==> src/encoder_pwm_io_pkg.sv <==
package encoder_pwm_io_pkg;
	// word offsets on the 16-bit i/o window
	localparam logic [7:0] OFS_COUNT_1 = 8'h00;
	localparam logic [7:0] OFS_COUNT_2 = 8'h02;
	localparam logic [7:0] OFS_COUNT_3 = 8'h04;
	localparam logic [7:0] OFS_INDEX_1 = 8'h06;
	localparam logic [7:0] OFS_INDEX_2 = 8'h08;
	localparam logic [7:0] OFS_INDEX_3 = 8'h0A;
	localparam logic [7:0] OFS_STATUS = 8'h0C;
	localparam logic [7:0] OFS_ISO_OUT = 8'h10;
	localparam logic [7:0] OFS_MODE = 8'h12;
	localparam logic [7:0] OFS_FAST_PERIOD = 8'h16;
	localparam logic [7:0] OFS_SLOW_DEAD = 8'h18;
	localparam logic [7:0] OFS_PWM_U = 8'h1A;
	localparam logic [7:0] OFS_PWM_V = 8'h1C;
	localparam logic [7:0] OFS_PWM_W = 8'h1E;
	localparam logic [7:0] OFS_ISO_IN = 8'h40;
	localparam logic [7:0] OFS_FAST_CLR = 8'h80;
	localparam logic [7:0] OFS_SLOW_CLR = 8'h90;

	// mode_control field positions
	localparam int MODE_CTR1_POS = 0;
	localparam int MODE_CTR2_LO_POS = 1;
	localparam int MODE_CTR2_HI_POS = 2;
	localparam int MODE_FILT_LO_POS = 3;
	localparam int MODE_FILT_HI_POS = 4;
	localparam int MODE_INDEX_POS = 5;
	localparam int MODE_PWM_EN_POS = 7;

	// status_flags field positions
	localparam int STAT_AUX_POS = 0;
	localparam int STAT_ONE_LO_POS = 3;
	localparam int STAT_INDEX_LATCHED_FLAG_3_POS = 4;
	localparam int STAT_INDEX_LATCHED_FLAG_2_POS = 5;
	localparam int STAT_INDEX_LATCHED_FLAG_1_POS = 6;
	localparam int STAT_ONE_HI_POS = 7;
	localparam int STAT_DIR_POS = 8;

	// counter 2 modes
	typedef enum logic [1:0] {
		CTR2_PULSE_DIR = 2'h0,
		CTR2_UP_DOWN = 2'h1,
		CTR2_QUAD_RAW = 2'h2,
		CTR2_QUAD_FILT = 2'h3
	} ctr2_mode_t;

	// values after reset
	localparam logic RST_CTR1_MODE = 1'b1;
	localparam logic [1:0] RST_CTR2_MODE = 2'h3;
	localparam logic [1:0] RST_FILT_BASE = 2'h0;
	localparam logic RST_PWM_EN = 1'b0;
	localparam logic RST_DIR3 = 1'b1;

	// timing
	localparam int CLK_PERIOD_NS = 10;
	localparam int TICK_BASE_NS = 100;
	localparam int TICK_DIV_CYC = (TICK_BASE_NS + CLK_PERIOD_NS - 1) / CLK_PERIOD_NS;
	localparam int FILT0_NS = 300;
	localparam int FILT1_NS = 600;
	localparam int FILT2_NS = 1200;
	localparam int FILT3_NS = 4800;
	localparam logic [8:0] FILT0_CYC = 9'((FILT0_NS + CLK_PERIOD_NS - 1) / CLK_PERIOD_NS);
	localparam logic [8:0] FILT1_CYC = 9'((FILT1_NS + CLK_PERIOD_NS - 1) / CLK_PERIOD_NS);
	localparam logic [8:0] FILT2_CYC = 9'((FILT2_NS + CLK_PERIOD_NS - 1) / CLK_PERIOD_NS);
	localparam logic [8:0] FILT3_CYC = 9'((FILT3_NS + CLK_PERIOD_NS - 1) / CLK_PERIOD_NS);
	localparam int DEAD_UNIT_NS = 750;
	localparam logic [14:0] DEAD_UNIT_CYC = 15'((DEAD_UNIT_NS + CLK_PERIOD_NS - 1) / CLK_PERIOD_NS);
endpackage

==> src/encoder_pwm_io_regs.sv <==
`timescale 1ns/1ps
// How it works
// RULE1 - three read-only 16-bit up/down counters at 0x0, 0x2, 0x4
// RULE2 - index rising edge copies counter into index register and sets latched flag
// RULE3 - any write to an index register offset clears that channel's flag
// RULE4 - status low byte: aux inputs 2..0, ones at 7 and 3, flags 6..4
// RULE5 - flags zero after reset, set on index rising edge, held until cleared
// RULE6 - status high byte zero except bit 0, counter 3 direction, 1 is up
// RULE7 - low byte written at 0x10 drives the eight isolated outputs
// RULE8 - write-only control at 0x12 holds modes, filter base, index option, pwm enable
// RULE9 - counter 1 mode 0 is up/down pulses, 1 (default) quadrature
// RULE10 - counter 2 modes: pulse/dir, up/down, raw quadrature, filtered quadrature
// RULE11 - filter time base 300 ns, 600 ns, 1.2 us or 4.8 us
// RULE12 - filters drop level changes shorter than the selected period
// RULE13 - pwm enable 1 runs six outputs, 0 (default) holds them low
// RULE14 - 16-bit value at 0x16 sets the fast tick period
// RULE15 - word at 0x18 holds slow tick multiplier and dead time value
// RULE16 - three 12-bit pwm settings at 0x1A, 0x1C, 0x1E
// RULE17 - read at 0x40 returns the eight isolated inputs in the low byte
// RULE18 - writes at 0x80 and 0x90 clear the two tick flags; held until cleared
// RULE19 - fast tick counts a 10 MHz base, period 0.1 us times value
// RULE20 - slow tick fires once every n+1 fast tick periods
// RULE21 - dead time between each complementary pair is 0.75 us times m+1
// RULE22 - new pwm setting takes effect from the next fast tick period
// RULE23 - don't-care bits ignored and read zero; counters wrap modulo 65536
// RULE24 - interrupt request is the OR of the two pending tick flags
module encoder_pwm_io_regs #(
	parameter int TICK_DIV = encoder_pwm_io_pkg::TICK_DIV_CYC
) (
	input wire logic mclk_i,
	input wire logic rst_n_i,
	input wire logic [7:0] io_addr_i,
	input wire logic io_wr_i,
	input wire logic io_rd_i,
	input wire logic [15:0] io_wdata_i,
	output logic [15:0] io_rdata_o,
	output logic io_rvalid_o,
	input wire logic [2:0] enc_a_in_i,
	input wire logic [2:0] enc_b_in_i,
	input wire logic [2:0] index_pulse_i,
	input wire logic [2:0] aux_input_i,
	input wire logic [7:0] iso_input_bits_i,
	output logic [7:0] iso_output_bits_o,
	output logic phase_u_high_o,
	output logic phase_u_low_o,
	output logic phase_v_high_o,
	output logic phase_v_low_o,
	output logic phase_w_high_o,
	output logic phase_w_low_o,
	output logic int_req_o
);
	import encoder_pwm_io_pkg::*;

	////////////////////////////////////////////////////////////////////////////
	// elaboration check: the prescaler needs at least one cycle
	generate
		if (TICK_DIV < 1 || TICK_DIV > 15) begin : g_bad_div
			$error("TICK_DIV must be 1 to 15");
		end
	endgenerate

	localparam logic [3:0] TICK_LAST = 4'(TICK_DIV - 1);

	////////////////////////////////////////////////////////////////////////////
	// all state of the block
	typedef struct packed {
		logic [2:0][15:0] cnt;
		logic [2:0][15:0] idx;
		logic [2:0] idl;
		logic dir3;
		logic [2:0] a_flt;
		logic [2:0] b_flt;
		logic [2:0][8:0] a_stab;
		logic [2:0][8:0] b_stab;
		logic [2:0] a_prev;
		logic [2:0] b_prev;
		logic [2:0] idx_prev;
		logic [7:0] dout;
		logic ctr1_mode_sel;
		logic [1:0] ctr2_mode;
		logic [1:0] filter_base;
		logic index_opt;
		logic pwm_output_enable;
		logic [15:0] tick_count_value;
		logic [7:0] slow_tick_multiplier;
		logic [7:0] dead_time_value;
		logic [2:0][11:0] pwm_set;
		logic [2:0][11:0] pwm_act;
		logic [3:0] pre;
		logic [15:0] tick_pos;
		logic [7:0] slow_cnt;
		logic fast_tick_irq;
		logic slow_tick_irq;
		logic irq;
		logic [2:0] raw;
		logic [2:0][14:0] dcnt;
		logic [2:0] hi;
		logic [2:0] lo;
		logic [15:0] rdata;
		logic rvalid;
	} state_t;

	state_t state_ff;
	state_t nxt_state;

	////////////////////////////////////////////////////////////////////////////
	// helpers

	// filter hold time for the selected base
	function automatic logic [8:0] filt_limit(input logic [1:0] sel);
		logic [8:0] lim;
		lim = FILT0_CYC;
		case (sel)
			2'h0: lim = FILT0_CYC;
			2'h1: lim = FILT1_CYC;
			2'h2: lim = FILT2_CYC;
			default: lim = FILT3_CYC;
		endcase
		return lim;
	endfunction

	// quadrature step: {moved, up}; A leading B counts up
	function automatic logic [1:0] quad_step(input logic pa, input logic pb, input logic a, input logic b);
		logic moved;
		moved = (pa ^ a) ^ (pb ^ b);
		return {moved, ~(pa ^ b)};
	endfunction

	// dead time in clock cycles for setting m
	function automatic logic [14:0] dead_cycles(input logic [7:0] m);
		return DEAD_UNIT_CYC * (15'(m) + 15'h0001);
	endfunction

	////////////////////////////////////////////////////////////////////////////
	// next state
	always_comb begin
		logic [8:0] lim;
		logic [2:0] dec_a;
		logic [2:0] dec_b;
		logic [2:0] step;
		logic [2:0] up;
		logic [1:0] qs;
		logic fast_evt;
		logic [2:0] idx_clr;
		logic [2:0] idx_set;
		logic rise_a;
		logic rise_b;
		lim = 9'h000;
		dec_a = 3'h0;
		dec_b = 3'h0;
		step = 3'h0;
		up = 3'h0;
		qs = 2'h0;
		fast_evt = 1'b0;
		idx_clr = 3'h0;
		idx_set = 3'h0;
		rise_a = 1'b0;
		rise_b = 1'b0;
		nxt_state = state_ff;

		// RULE11 time base
		lim = filt_limit(state_ff.filter_base);
		// RULE12 glitch rejection: a new level must hold lim cycles without a break
		for (int i = 0; i < 3; i++) begin
			if (enc_a_in_i[i] == state_ff.a_flt[i]) begin
				nxt_state.a_stab[i] = 9'h000;
			end else if (state_ff.a_stab[i] + 9'h001 >= lim) begin
				nxt_state.a_flt[i] = enc_a_in_i[i];
				nxt_state.a_stab[i] = 9'h000;
			end else begin
				nxt_state.a_stab[i] = state_ff.a_stab[i] + 9'h001;
			end
			if (enc_b_in_i[i] == state_ff.b_flt[i]) begin
				nxt_state.b_stab[i] = 9'h000;
			end else if (state_ff.b_stab[i] + 9'h001 >= lim) begin
				nxt_state.b_flt[i] = enc_b_in_i[i];
				nxt_state.b_stab[i] = 9'h000;
			end else begin
				nxt_state.b_stab[i] = state_ff.b_stab[i] + 9'h001;
			end
		end

		// decoder inputs; only counter 2 raw quadrature skips the filter
		dec_a = nxt_state.a_flt;
		dec_b = nxt_state.b_flt;
		// RULE10 filter bypass
		if (ctr2_mode_t'(state_ff.ctr2_mode) == CTR2_QUAD_RAW) begin
			dec_a[1] = enc_a_in_i[1];
			dec_b[1] = enc_b_in_i[1];
		end
		nxt_state.a_prev = dec_a;
		nxt_state.b_prev = dec_b;

		// per-channel count decision
		for (int i = 0; i < 3; i++) begin
			qs = quad_step(state_ff.a_prev[i], state_ff.b_prev[i], dec_a[i], dec_b[i]);
			rise_a = dec_a[i] & ~state_ff.a_prev[i];
			rise_b = dec_b[i] & ~state_ff.b_prev[i];
			step[i] = qs[1];
			up[i] = qs[0];
			if (i == 0) begin
				// RULE9 counter 1 mode
				if (!state_ff.ctr1_mode_sel) begin
					step[i] = rise_a ^ rise_b;
					up[i] = rise_a;
				end
			end else if (i == 1) begin
				// RULE10 counter 2 modes
				case (ctr2_mode_t'(state_ff.ctr2_mode))
					CTR2_PULSE_DIR: begin
						step[i] = rise_a;
						up[i] = ~dec_b[i];
					end
					CTR2_UP_DOWN: begin
						step[i] = rise_a ^ rise_b;
						up[i] = rise_a;
					end
					default: begin
						step[i] = qs[1];
						up[i] = qs[0];
					end
				endcase
			end
			// RULE1 RULE23 up/down count, wraps
			if (step[i]) begin
				nxt_state.cnt[i] = up[i] ? state_ff.cnt[i] + 16'h0001 : state_ff.cnt[i] - 16'h0001;
			end
		end
		// RULE6 direction of counter 3
		if (step[2]) begin
			nxt_state.dir3 = up[2];
		end

		// RULE2 RULE5 index capture on rising edge
		nxt_state.idx_prev = index_pulse_i;
		idx_set = index_pulse_i & ~state_ff.idx_prev;
		for (int i = 0; i < 3; i++) begin
			if (idx_set[i]) begin
				nxt_state.idx[i] = state_ff.cnt[i];
			end
		end

		// register writes; data ignored on strobe offsets
		if (io_wr_i) begin
			case (io_addr_i)
				// RULE3 flag clear strobes
				OFS_INDEX_1: idx_clr[0] = 1'b1;
				OFS_INDEX_2: idx_clr[1] = 1'b1;
				OFS_INDEX_3: idx_clr[2] = 1'b1;
				// RULE7 RULE23 output latch, high byte dropped
				OFS_ISO_OUT: nxt_state.dout = io_wdata_i[7:0];
				// RULE8 control fields
				OFS_MODE: begin
					nxt_state.ctr1_mode_sel = io_wdata_i[MODE_CTR1_POS];
					nxt_state.ctr2_mode = {io_wdata_i[MODE_CTR2_HI_POS], io_wdata_i[MODE_CTR2_LO_POS]};
					nxt_state.filter_base = {io_wdata_i[MODE_FILT_HI_POS], io_wdata_i[MODE_FILT_LO_POS]};
					nxt_state.index_opt = io_wdata_i[MODE_INDEX_POS];
					nxt_state.pwm_output_enable = io_wdata_i[MODE_PWM_EN_POS];
				end
				// RULE14 fast tick period
				OFS_FAST_PERIOD: nxt_state.tick_count_value = io_wdata_i;
				// RULE15 dead time low byte, multiplier high byte
				OFS_SLOW_DEAD: begin
					nxt_state.dead_time_value = io_wdata_i[7:0];
					nxt_state.slow_tick_multiplier = io_wdata_i[15:8];
				end
				// RULE16 12-bit settings, upper nibble dropped
				OFS_PWM_U: nxt_state.pwm_set[0] = io_wdata_i[11:0];
				OFS_PWM_V: nxt_state.pwm_set[1] = io_wdata_i[11:0];
				OFS_PWM_W: nxt_state.pwm_set[2] = io_wdata_i[11:0];
				// RULE18 tick flag clears
				OFS_FAST_CLR: nxt_state.fast_tick_irq = 1'b0;
				OFS_SLOW_CLR: nxt_state.slow_tick_irq = 1'b0;
				default: nxt_state.dout = state_ff.dout;
			endcase
		end
		// RULE5 a new edge beats a clear in the same cycle
		nxt_state.idl = (state_ff.idl & ~idx_clr) | idx_set;

		// RULE19 10 MHz prescaler and fast tick; period 0 halts it
		if (state_ff.tick_count_value == 16'h0000) begin
			nxt_state.pre = 4'h0;
			nxt_state.tick_pos = 16'h0000;
		end else if (state_ff.pre >= TICK_LAST) begin
			nxt_state.pre = 4'h0;
			if (state_ff.tick_pos + 16'h0001 >= state_ff.tick_count_value) begin
				nxt_state.tick_pos = 16'h0000;
				fast_evt = 1'b1;
			end else begin
				nxt_state.tick_pos = state_ff.tick_pos + 16'h0001;
			end
		end else begin
			nxt_state.pre = state_ff.pre + 4'h1;
		end

		if (fast_evt) begin
			// RULE22 settings adopted only at a period boundary
			nxt_state.pwm_act = state_ff.pwm_set;
			// RULE18 set wins over a same-cycle clear
			nxt_state.fast_tick_irq = 1'b1;
			// RULE20 slow tick every n+1 fast periods
			if (state_ff.slow_cnt >= state_ff.slow_tick_multiplier) begin
				nxt_state.slow_cnt = 8'h00;
				nxt_state.slow_tick_irq = 1'b1;
			end else begin
				nxt_state.slow_cnt = state_ff.slow_cnt + 8'h01;
			end
		end
		// RULE24 one request line
		nxt_state.irq = nxt_state.fast_tick_irq | nxt_state.slow_tick_irq;

		// pwm with dead time; each edge of the raw wave blanks both outputs
		for (int i = 0; i < 3; i++) begin
			// RULE13 enable gates the raw wave
			nxt_state.raw[i] = state_ff.pwm_output_enable && (state_ff.tick_pos < 16'(state_ff.pwm_act[i]));
			if (nxt_state.raw[i] != state_ff.raw[i]) begin
				// RULE21 blanking length
				nxt_state.dcnt[i] = dead_cycles(state_ff.dead_time_value);
				nxt_state.hi[i] = 1'b0;
				nxt_state.lo[i] = 1'b0;
			end else if (state_ff.dcnt[i] != 15'h0000) begin
				nxt_state.dcnt[i] = state_ff.dcnt[i] - 15'h0001;
				nxt_state.hi[i] = 1'b0;
				nxt_state.lo[i] = 1'b0;
			end else begin
				// RULE13 both low while disabled
				nxt_state.hi[i] = state_ff.raw[i];
				nxt_state.lo[i] = ~state_ff.raw[i] & state_ff.pwm_output_enable;
			end
		end

		// read port: data one cycle after the strobe, unmapped and write-only read zero
		nxt_state.rvalid = io_rd_i;
		nxt_state.rdata = 16'h0000;
		if (io_rd_i) begin
			case (io_addr_i)
				// RULE1 counter words
				OFS_COUNT_1: nxt_state.rdata = state_ff.cnt[0];
				OFS_COUNT_2: nxt_state.rdata = state_ff.cnt[1];
				OFS_COUNT_3: nxt_state.rdata = state_ff.cnt[2];
				// RULE2 index words
				OFS_INDEX_1: nxt_state.rdata = state_ff.idx[0];
				OFS_INDEX_2: nxt_state.rdata = state_ff.idx[1];
				OFS_INDEX_3: nxt_state.rdata = state_ff.idx[2];
				OFS_STATUS: begin
					// RULE4 status low byte
					nxt_state.rdata[STAT_AUX_POS +: 3] = aux_input_i;
					nxt_state.rdata[STAT_ONE_LO_POS] = 1'b1;
					nxt_state.rdata[STAT_INDEX_LATCHED_FLAG_3_POS] = state_ff.idl[2];
					nxt_state.rdata[STAT_INDEX_LATCHED_FLAG_2_POS] = state_ff.idl[1];
					nxt_state.rdata[STAT_INDEX_LATCHED_FLAG_1_POS] = state_ff.idl[0];
					nxt_state.rdata[STAT_ONE_HI_POS] = 1'b1;
					// RULE6 direction bit, rest of high byte zero
					nxt_state.rdata[STAT_DIR_POS] = state_ff.dir3;
				end
				// RULE17 RULE23 isolated inputs, high byte zero
				OFS_ISO_IN: nxt_state.rdata = {8'h00, iso_input_bits_i};
				default: nxt_state.rdata = 16'h0000;
			endcase
		end
	end

	////////////////////////////////////////////////////////////////////////////
	// state register; only constants under reset
	always_ff @(posedge mclk_i or negedge rst_n_i) begin
		if (!rst_n_i) begin
			state_ff <= '0;
			state_ff.ctr1_mode_sel <= RST_CTR1_MODE;
			state_ff.ctr2_mode <= RST_CTR2_MODE;
			state_ff.filter_base <= RST_FILT_BASE;
			state_ff.pwm_output_enable <= RST_PWM_EN;
			state_ff.dir3 <= RST_DIR3;
		end else begin
			state_ff <= nxt_state;
		end
	end

	////////////////////////////////////////////////////////////////////////////
	// outputs taken straight from the state flops
	assign io_rdata_o = state_ff.rdata;
	assign io_rvalid_o = state_ff.rvalid;
	assign iso_output_bits_o = state_ff.dout;
	assign phase_u_high_o = state_ff.hi[0];
	assign phase_u_low_o = state_ff.lo[0];
	assign phase_v_high_o = state_ff.hi[1];
	assign phase_v_low_o = state_ff.lo[1];
	assign phase_w_high_o = state_ff.hi[2];
	assign phase_w_low_o = state_ff.lo[2];
	assign int_req_o = state_ff.irq;

endmodule

==> config.mk <==
export PLATFORM = sky130hd
export DESIGN_NAME = encoder_pwm_io_regs
export DESIGN_NICKNAME = d
export VERILOG_FILES = /design/src/encoder_pwm_io_pkg.sv /design/src/encoder_pwm_io_regs.sv
export SDC_FILE = /design/constraint.sdc
export NUM_CORES = 1
export LEC_CHECK = 0
export BUFFER_PORTS_ARGS = -buffer_cell sky130_fd_sc_hd__buf_2
export CORE_MARGIN = 2
export CORE_UTILIZATION = 51
export DETAILED_ROUTE_END_ITERATION = 10
export PLACE_DENSITY = 0.68
export SYNTH_ARGS = -nofsm -noshare
export SYNTH_HDL_FRONTEND = slang
export SYNTH_SLANG_ARGS = --single-unit
==> constraint.sdc <==
create_clock -name mclk_i -period 11.4 [get_ports mclk_i]
set_input_delay 0.57 -clock mclk_i [delete_from_list [all_inputs] [get_ports mclk_i]]
set_output_delay 0.57 -clock mclk_i [all_outputs]
set_load 0.05 [all_outputs]
; ---- Word level (Yosys, flattened, before mapping)
; Cells that the tools add are included.
[classes]
add_sub_neg = 19
mul = 1
order_cmp = 12
n_eq_ne = 29
mux = 72
bitwise_logic = 38
n_reduce_logical = 21
[ops]
columns = operator, count
row1 = 9-bit 2-to-1 mux, 12
row2 = 16-bit 2-to-1 mux, 6
row3 = 15-bit 2-to-1 mux, 6
row4 = 9-bit case mux with 8 select lines, 1
row5 = 16-bit by 1-bit adder with 16-bit output (second input constant), 4
row6 = 8-bit by 5-bit == test with 1-bit output (second input constant), 7
row7 = 9-bit by 1-bit adder with 9-bit output (second input constant), 6
row8 = 9-bit greater-or-equal comparator, 6
row9 = 16-bit by 12-bit < comparator with 1-bit output, 3
row10 = 16-bit by 1-bit subtractor with 16-bit output (second input constant), 3
row11 = 15-bit nonzero test, 3
row12 = 15-bit by 1-bit subtractor with 15-bit output (second input constant), 3
row13 = 7-bit case mux with 6 select lines, 1
row14 = 1-bit 2-to-1 mux, 37
row15 = 9-bit case mux with 3 select lines, 1
row16 = 8-bit by 4-bit == test with 1-bit output (second input constant), 3
row17 = 20-bit 2-to-1 mux, 1
row18 = 8-bit by 3-bit == test with 1-bit output (second input constant), 2
row19 = 8-bit == test (second input constant), 2
row20 = 16-bit greater-or-equal comparator, 1
row21 = 16-bit zero test, 1
row22 = 7-bit by 9-bit multiplier with 15-bit output (first input constant), 1
row23 = 2-bit AND reduction, 7
row24 = 1-bit bitwise XOR, 14
row25 = other kinds (26), 61
[totals]
regBits = 389
inputBits = 48
output_inout_bits = 32
elab_cells = 239

; ---- Longest topological paths before layout
; Gate-level depths: netlist of the first run.
[depth]
word_depth = 10
depth_mapped = 28

; ---- Least setup slack after synthesis of the first run
; OpenSTA, ideal clock, no wires.
[synth_path]
kind = register -> register
from = register state_ff[209] in the netlist's numbering
to = register state_ff[357] in the netlist's numbering
setup_time_ns = 0.123
t_arrival_ns = 6.054
t_required_ns = 11.277
slack_ns = 5.224
stages_incl_launch_ff = 27
path_buffers = 0
period_less_slack_ns = 6.176
cell_sequence = dfrtp_1 -> nor2_1 -> ha_1 -> a21bo_2 -> a21o_1 -> a21o_1 -> a21o_1 -> a21o_1 -> a21o_1 -> a21o_1 -> a21oi_1 -> mux2_2 -> ha_1 -> nor2_1 -> a21oi_1 -> inv_1 -> ha_1 -> a21o_1 -> a21o_1 -> a2111oi_0 -> nor3_1 -> a41o_1 -> o211a_1 -> o31ai_1 -> a21boi_0 -> o21ba_2 -> xor2_1
[synth_lines]
columns = element, line_no
row1 = from (decl), encoder_pwm_io_regs.sv:103  ; state_t state_ff;
row2 = from (signal assigned), encoder_pwm_io_regs.sv:374  ; state_ff <= nxt_state;

==> impl_results.md, run 1 <==
* Total track usage at 0.2196
* Post-DR wirelength/cell at 17.23 um
* Total congestion overflow at 0
* Total setup buffers inserted after CTS at 0
* Critical path's top delay family: compound AO/OA/AOI/OAI gates
* Worst r2r src: state_ff[209]$_DFFE_PN0P_
* Via count at 15924
* Top_reg_cell synth: dfrtp_1
* Mean Syn Cell Area at 10.50 um^2
* DRT iter0 DRCs at 957
* Max-cap viol count at 0
* YS warnings at 0
* Startpoint type of the worst setup path: flip-flop
* Die ar. at 0.04538 mm^2
* Number of synthesized flops with an enable pin at 0
* DP HPWL at 34330 um
* Mapped Nets at 2372
* Routed met2 length at 21970 um
* DR vias/cell at 5.701
* Wl on met1 at 22590 um
* Clk buf depth at 3
* Post-synthesis cell area at 0.02228 mm^2
* FFs w/ async S/R, synth at 1.000
* Fin. max-slew vios at 0
* Slowest CP cell: nor2_1
* First-pass GRT wire length at 80390 um
* Yosys cell types at 80
* Minimum hold slack at 0.006688 ns
* Routed wl met3 at 2355 um
* Critical path class: flip-flop to flip-flop
* Fillers at 3595
* Diodes inserted at 0
* Tightest Pin Transition at 1.376 ns
* Req. time, crit path at 11.84 ns
* Register area share after synthesis at 0.4326
* CP Capture Type: flip-flop
* FMAX at 137.5 MHz
* Post_cts resized at 0
* Clock-pin slew on the worst setup and hold paths at 0.06 ns
* TNS Setup at 0 ns
* Root Driver: clkbuf_16
* Critical path depth at 26
* Post-placement cell count at 2716
* Die Ht at 213.0 um
* Synth-to-Final Area Change at 9.956%
* Final Hold Fails at 0
* Ports at 80
* R2r setup slk at 4.13 ns
* Yosys reg bits at 385
* Initial antenna violation count at 1
* Worst skew pair latency at 0.57 ns
* Crit path arrival time at 7.71 ns
* Largest net degree at the start of global routing at 162
* DRC at 0
* Vias in the first global route at 15759
* Fin crit period at 7.274 ns
* Total core area at 0.04308 mm^2
* Final ANT Viol Nets at 0
* Slew Limit Headroom at 0.07901
* Worst R2R Path Depth at 26
* CTS tree: done
* Top cell by count, worst path: a21o_1
* Skew final at 0.01850 ns
* Leakage power at 0.01202 uW
* GP Congestion at 0.8466
* Port buffer count at 79
* Status: finished clean
* Final wirelength at 48110 um
* P per Cell Area at 168.4 mW/mm^2
* Placement row count at 76
* Max Used Layer: met5
* Post-Syn Instances at 2122
* Max incr delay on CP at 0.83 ns
* Initial Util at 0.5173
* DR pass1 iterations at 5
* Setup violators final at 0
* Crit-path max FO at 15
* Layout cells sized above 1 at 0.1563
* Unrepaired setup endpoints after global routing: no
* Nets@finish at 2425
* CTS H-tree lvls at 2
* Worst min path class: input pin to asynchronous set/reset pin
* Hold buffer count at CTS at 0
* Reg2reg end: state_ff[357]$_DFFE_PN0P_
* Buffers and inverters on the worst path at 1
* Ratio of final minimum period to clock period at 0.6381
* VDD IR max at 0.0001245 V
* Sink Count at 385
* Final cell count without fillers at 2793
* CTS Buf Count at 42
* Die X at 213.0 um
layout make-up:
cell class	count	area [um^2]	area share
multi-input cells	1522	11720	0.4783
flip-flops and latches	385	9639	0.3934
clock buffers	60	1240	0.05061
well taps	585	732.0	0.02987
repair buffers	94	530.5	0.02165
inverters	130	488.0	0.01992
clock inverters	17	151.4	0.006179
cells in the mapped netlist, types with 7 or more instances:
cell type / number / area [um^2]
dfrtp_1: 381 / 9534
ha_1: 191 / 2390
nand2_1: 164 / 615.6
mux2_2: 148 / 1667
inv_1: 130 / 488.0
xnor2_1: 103 / 902.1
nor2_1: 102 / 382.9
o21ai_0: 98 / 490.5
a21oi_1: 76 / 380.4
xor2_1: 72 / 630.6
and3_1: 68 / 425.4
a21o_1: 50 / 375.4
clkbuf_1: 45 / 168.9
nand3_1: 44 / 220.2
nor3_1: 39 / 195.2
mux2i_1: 38 / 380.4
a22oi_1: 34 / 255.2
buf_4: 26 / 195.2
or3_1: 25 / 156.4
nor4_1: 24 / 150.1
a31oi_1: 23 / 143.9
nand2b_1: 18 / 112.6
nand4_1: 17 / 106.4
a22o_1: 16 / 140.1
and2_1: 13 / 81.33
and4_1: 12 / 105.1
nor2b_1: 12 / 75.07
fa_1: 11 / 220.2
o21a_1: 10 / 75.07
a211oi_1: 9 / 67.56
o21bai_1: 9 / 67.56
o31ai_1: 9 / 67.56
buf_1: 8 / 30.03
a221oi_1: 7 / 61.31
or4_1: 7 / 52.55
power breakdown:
group	switching [uW]	total, uW	internal (uW)
combinational	464	897	433
clock	566	1370	803
sequential	260	1860	1600
worst max-delay path by stage:
| stage | from | to |
|---|---|---|
| 2_1_floorplan | state_ff[209]$_DFFE_PN0P_ | state_ff[357]$_DFFE_PN0P_ |
| 3_3_place_gp | state_ff[209]$_DFFE_PN0P_ | state_ff[357]$_DFFE_PN0P_ |
| 3_5_place_dp | state_ff[209]$_DFFE_PN0P_ | state_ff[357]$_DFFE_PN0P_ |
| 4_1_cts | state_ff[209]$_DFFE_PN0P_ | state_ff[357]$_DFFE_PN0P_ |
| 5_1_grt | state_ff[209]$_DFFE_PN0P_ | state_ff[357]$_DFFE_PN0P_ |
| 6_report | state_ff[209]$_DFFE_PN0P_ | state_ff[357]$_DFFE_PN0P_ |
stage by stage:
step | instance area, um^2 | power, uW | util | worst slack (ns)
floorplan | 22280 | 2508 | - | 5.224
global placement | 23110 | 2716 | 0.5365 | 4.243
detailed placement | 23110 | 2768 | 0.5365 | 4.132
CTS | 24500 | 4163 | 0.5688 | 4.106
global route | 24500 | 4375 | 0.5688 | 3.497
finish | 24500 | 4125 | 0.5688 | 4.126
sequential cells by signal, indices dropped and copies added (netlist names):
name	flops
phase_w_low_o	1
iso_output_bits_o	8
phase_v_low_o	1
io_rvalid_o	1
phase_w_high_o	1
io_rdata_o	16
phase_v_high_o	1
state_ff	353
phase_u_high_o	1
int_req_o	1
phase_u_low_o	1
metal layers:
| metal | GRT usage | vias to the layer above |
|---|---|---|
| li1 | - | 7642 |
| met1 | 0.3103 | 7864 |
| met2 | 0.3484 | 329 |
| met3 | 0.03574 | 87 |
| met4 | 0.06559 | 2 |
| met5 | 0 | - |
placed cells by master (no fill, tap or decap), drive strengths merged, types with 72 or more instances in the layout:
cell type / instances
nor2: 102
o21ai: 99
mux2: 148
inv: 131
a21oi: 79
xor2: 72
dfrtp: 381
xnor2: 105
nand2: 164
ha: 191
buf: 94
cell families (layout without fill, tap and decap cells):
kind of cell | after synthesis | in the layout | synth area share
and+or+nand+nor | 568 | 568 | 0.1288
AOI/OAI and AO/OA | 388 | 388 | 0.1163
DFF | 385 | 385 | 0.4326
buffers and inverters | 215 | 301 | 0.04206
adders and majority gates | 202 | 202 | 0.1171
muxes | 187 | 187 | 0.09287
xor gates and xnor gates | 177 | 177 | 0.07025
(Power assumes the default switching activity.)
==> run 2, diff against run 1 <==
- ABC_AREA: unset -> 1
- clock period: 11.4 -> 7.2 ns (I/O delays scaled with it)
==> impl_results.md, run 2 <==
* Die Ht at 214.8 um (was 213.0 um)
* Number of synthesized flops with an enable pin at 0 (unchanged)
* Worst skew pair latency at 0.59 ns (was 0.57 ns)
* Initial Util at 0.5145 (was 0.5173)
* Worst R2R Path Depth at 25 (was 26)
* YS warnings at 0 (unchanged)
* Post-DR wirelength/cell at 15.66 um (was 17.23 um)
* Tightest Pin Transition at 1.187 ns (was 1.376 ns)
* DRC at 0 (unchanged)
* FFs w/ async S/R, synth at 1.000 (unchanged)
* Register area share after synthesis at 0.4255 (was 0.4326)
* Final Hold Fails at 0 (unchanged)
* Initial antenna violation count at 2 (was 1)
* Min-delay src: enc_a_in_i[2]
* Max-cap viol count at 0 (unchanged)
* Reg2reg end: state_ff[355]$_DFFE_PN0P_ (was state_ff[357]$_DFFE_PN0P_)
* Unrepaired setup endpoints after global routing: no (unchanged)
* Worst r2r src: state_ff[209]$_DFFE_PN0P_ (unchanged)
* Final ANT Viol Nets at 0 (unchanged)
* Dominant cell type by area after synthesis: dfrtp_1 (unchanged)
* Root Driver: clkbuf_16 (unchanged)
* DR vias/cell at 5.377 (was 5.701)
* Sink Count at 385 (unchanged)
* Synth cell count leaders: 513 x nand2_1, 410 x inv_1, 381 x dfrtp_1, 299 x o21ai_0, 191 x ha_1 (was 381 x dfrtp_1, 191 x ha_1, 164 x nand2_1, 148 x mux2_2, 130 x inv_1)
* CTS Buf Count at 44 (was 42)
* Sw frac at 0.3203 (was 0.3127)
* Yosys reg bits at 385 (unchanged)
* Layout cells sized above 1 at 0.08001 (was 0.1563)
* Placement row count at 77 (was 76)
* Clk pwr share at 0.363 (was 0.332)
* Clock-pin slew on the worst setup and hold paths at 0.05 ns (was 0.06 ns)
* Top_reg_cell synth: dfrtp_1 (unchanged)
* Post-Syn Instances at 2692 (was 2122)
* Psw at 2056 uW (was 1290 uW)
* Ports at 80 (unchanged)
* Slew Limit Headroom at 0.2060 (was 0.07901)
* Die ar. at 0.04612 mm^2 (was 0.04538 mm^2)
* Final wirelength at 52930 um (was 48110 um)
* Post-layout util at 0.5690 (was 0.5688)
* Synth-to-Final Area Change at 10.58% (was 9.956%)
* FMAX at 181.9 MHz (was 137.5 MHz)
* Area contributors post-synth: dfrtp_1 42%, ha_1 11%, nand2_1 8.5% (was dfrtp_1 43%, ha_1 11%, mux2_2 7.5%)
* Synth top area share at 0.4209 (was 0.4279)
* XOR/XNOR Fraction of Synth Area at 0.05943 (was 0.07025)
* Clk buf depth at 3 (unchanged)
* Req. time, crit path at 7.70 ns (was 11.84 ns)
* Port buffer count at 79 (unchanged)
* DP HPWL at 38490 um (was 34330 um)
* Mapped Nets at 2942 (was 2372)
* P per Cell Area at 256.3 mW/mm^2 (was 168.4 mW/mm^2)
* Yosys cell types at 57 (was 80)
* Setup violators final at 0 (unchanged)
* Commonest non-fill, non-tap cell in the layout: nand2_1 (was dfrtp_1)
* R2r setup slk at 1.70 ns (was 4.13 ns)
* Logic pwr share at 0.218 (was 0.217)
* Skew final at 0.01195 ns (was 0.01850 ns)
* GP Congestion at 0.9038 (was 0.8466)
* Critical path class: flip-flop to flip-flop (unchanged)
* Largest net degree at the start of global routing at 155 (was 162)
* Startpoint type of the worst setup path: flip-flop (unchanged)
* Most frequent cells in the layout: 513 x nand2_1, 409 x inv_1, 381 x dfrtp_1 (was 381 x dfrtp_1, 191 x ha_1, 163 x nand2_1)
* TNS Setup at 0 ns (unchanged)
* Nets@finish at 3002 (was 2425)
* Via count at 18180 (was 15924)
* Min-Delay Path Depth at 2
* Total congestion overflow at 0 (unchanged)
* Final Cell Area at 0.02505 mm^2 (was 0.02450 mm^2)
* Internal at 4364 uW (was 2835 uW)
* Status: finished clean (unchanged)
* Most flops, register: state_ff (unchanged)
* Mean Syn Cell Area at 8.415 um^2 (was 10.50 um^2)
* Leakage power at 0.01274 uW (was 0.01202 uW)
* First-pass GRT wire length at 90310 um (was 80390 um)
* Main combinational cell family by area after synthesis: simple AND/OR/NAND/NOR gates (unchanged)
* CP Capture Type: flip-flop (unchanged)
* Total track usage at 0.2376 (was 0.2196)
* Post_cts resized at 0 (unchanged)
* Post-synthesis cell area at 0.02265 mm^2 (was 0.02228 mm^2)
* DRT iter0 DRCs at 1254 (was 957)
* Die X at 214.8 um (was 213.0 um)
* Final Total Pwr at 6420 uW (was 4125 uW)
* Max reg flops at 353 (unchanged)
* Multiplexer share of the synthesized area at 0.005413 (was 0.09287)
* Area share of fa/ha/maj cells after synthesis at 0.1152 (was 0.1171)
* Fin crit period at 5.497 ns (was 7.274 ns)
* Total setup buffers inserted after CTS at 0 (unchanged)
* Most common cell in the synthesized netlist: nand2_1 (was dfrtp_1)
* Vias in the first global route at 18152 (was 15759)
* WHS Endpoint: state_ff[289]$_DFF_PN0_
* Fin. max-slew vios at 0 (unchanged)
* Fillers at 3949 (was 3595)
* Post-synthesis compound-gate area fraction at 0.1279 (was 0.1163)
* Reg power frac at 0.419 (was 0.451)
* Crit path arrival time at 5.99 ns (was 7.71 ns)
* CTS tree: done (unchanged)
* Worst min path class: input pin to flip-flop (was input pin to asynchronous set/reset pin)
* Ratio of final minimum period to clock period at 0.7635 (was 0.6381)
* Post-synthesis simple-gate area fraction at 0.1783 (was 0.1288)
* DR pass1 iterations at 5 (unchanged)
* CTS H-tree lvls at 2 (unchanged)
* Dpl cell area at 0.02349 mm^2 (was 0.02311 mm^2)
* Crit-path max FO at 17 (was 15)
* Total core area at 0.04403 mm^2 (was 0.04308 mm^2)
* Minimum hold slack at 0.04786 ns (was 0.006688 ns)
* VDD IR max at 0.0001738 V (was 0.0001245 V)
==> run 2: cell types whose count changed in the layout (fill, tap and decap cells not counted), moves of 67 or more <==
cell | previous run | this run
and3_1 | 68 | 1
inv_1 | 130 | 409
o21ai_0 | 98 | 298
nand2_1 | 163 | 513
xnor2_1 | 103 | 34
mux2_2 | 148 | 10
nand3_1 | 44 | 113
==> run 2: final cells by class <==
class	instances	area (um^2)	share of cell area
Tap cell	592	740.7	0.02957
Clock inverter	18	254.0	0.01014
Multi-Input combinational cell	1808	11030	0.4402
Timing Repair Buffer	98	573.1	0.02288
Antenna cell	2	5.005	0.0001998
Inverter	415	1558	0.06218
Clock buffer	63	1252	0.05000
Sequential cell	385	9639	0.3848
==> run 2: logic make-up (layout without fill, tap and decap cells) <==
kind of cell | Yosys count | count (layout)
buffers and inverters | 499 | 594
other | 0 | 2
xor gates and xnor gates | 152 | 152
DFF | 385 | 385
AOI/OAI and AO/OA | 514 | 514
muxes | 11 | 11
adders and majority gates | 202 | 202
and+or+nand+nor | 929 | 929
==> run 2: timing repair <==
action                                  CTS  global route
endpoints found under the setup margin    0             0
hold endpoints to repair                 81             0
hold buffers                              5             0
==> run 2: through the flow <==
step,std cells,worst slack [ns]
global placement,3293,1.955
CTS,3379,1.634
global route,3380,1.063
finish,3381,1.703
floorplan,2692,1.763
detailed placement,3293,1.655
==> run 2: layer usage <==
metal | GRT usage | up-vias | part of all wire
met5 | 0 | - | 0
met4 | 0.08264 | 0 | 0.030
met3 | 0.03029 | 108 | 0.045
met2 | 0.4105 | 394 | 0.49
met1 | 0.3082 | 8733 | 0.44
li1 | - | 8945 | -
==> run 2: power by group through the flow <==
stage / Sequential, uW / Combinational [uW] / Clock, uW
6_report: 2690 / 1400 / 2330
5_1_grt: 2730 / 1610 / 2470
4_1_cts: 2680 / 1400 / 2390
3_5_place_dp: 2710 / 1380 / 0
3_3_place_gp: 2710 / 1330 / 0
2_1_floorplan: 2630 / 1100 / 0
==> run 2: worst max-delay path by stage <==
stage                                    startpoint                   endpoint  slack, ns  depth (start not counted)
after floorplan             state_ff[257]$_DFF_PN0_  state_ff[355]$_DFFE_PN0P_       1.76                         27
after global placement    state_ff[209]$_DFFE_PN0P_  state_ff[355]$_DFFE_PN0P_       1.96                         25
after detailed placement  state_ff[209]$_DFFE_PN0P_  state_ff[355]$_DFFE_PN0P_       1.66                         25
after CTS                 state_ff[209]$_DFFE_PN0P_  state_ff[355]$_DFFE_PN0P_       1.63                         25
after global routing      state_ff[209]$_DFFE_PN0P_  state_ff[355]$_DFFE_PN0P_       1.06                         25
final                     state_ff[209]$_DFFE_PN0P_  state_ff[355]$_DFFE_PN0P_       1.70                         25
==> run 2: worst max-delay path: stages, from the launching register on <==
cell      delay [ns]
dfrtp_1         0.55
nand2_1         0.43
inv_1           0.53
ha_1            0.35
a21oi_1         0.13
nand2_1         0.07
nand4_1         0.09
nand3_1         0.09
o21ai_0         0.34
xor2_1          0.18
nand2_1         0.06
o21ai_1         0.08
buf_4           0.24
ha_1            0.31
nand2_1         0.08
nor2_1          0.04
a211oi_1        0.34
o21ai_0         0.20
a21boi_0        0.37
o21ai_0         0.16
nand2_1         0.10
nand2_1         0.05
a21oi_1         0.21
o21ai_0         0.13
xor2_1          0.15
o21ai_0         0.14
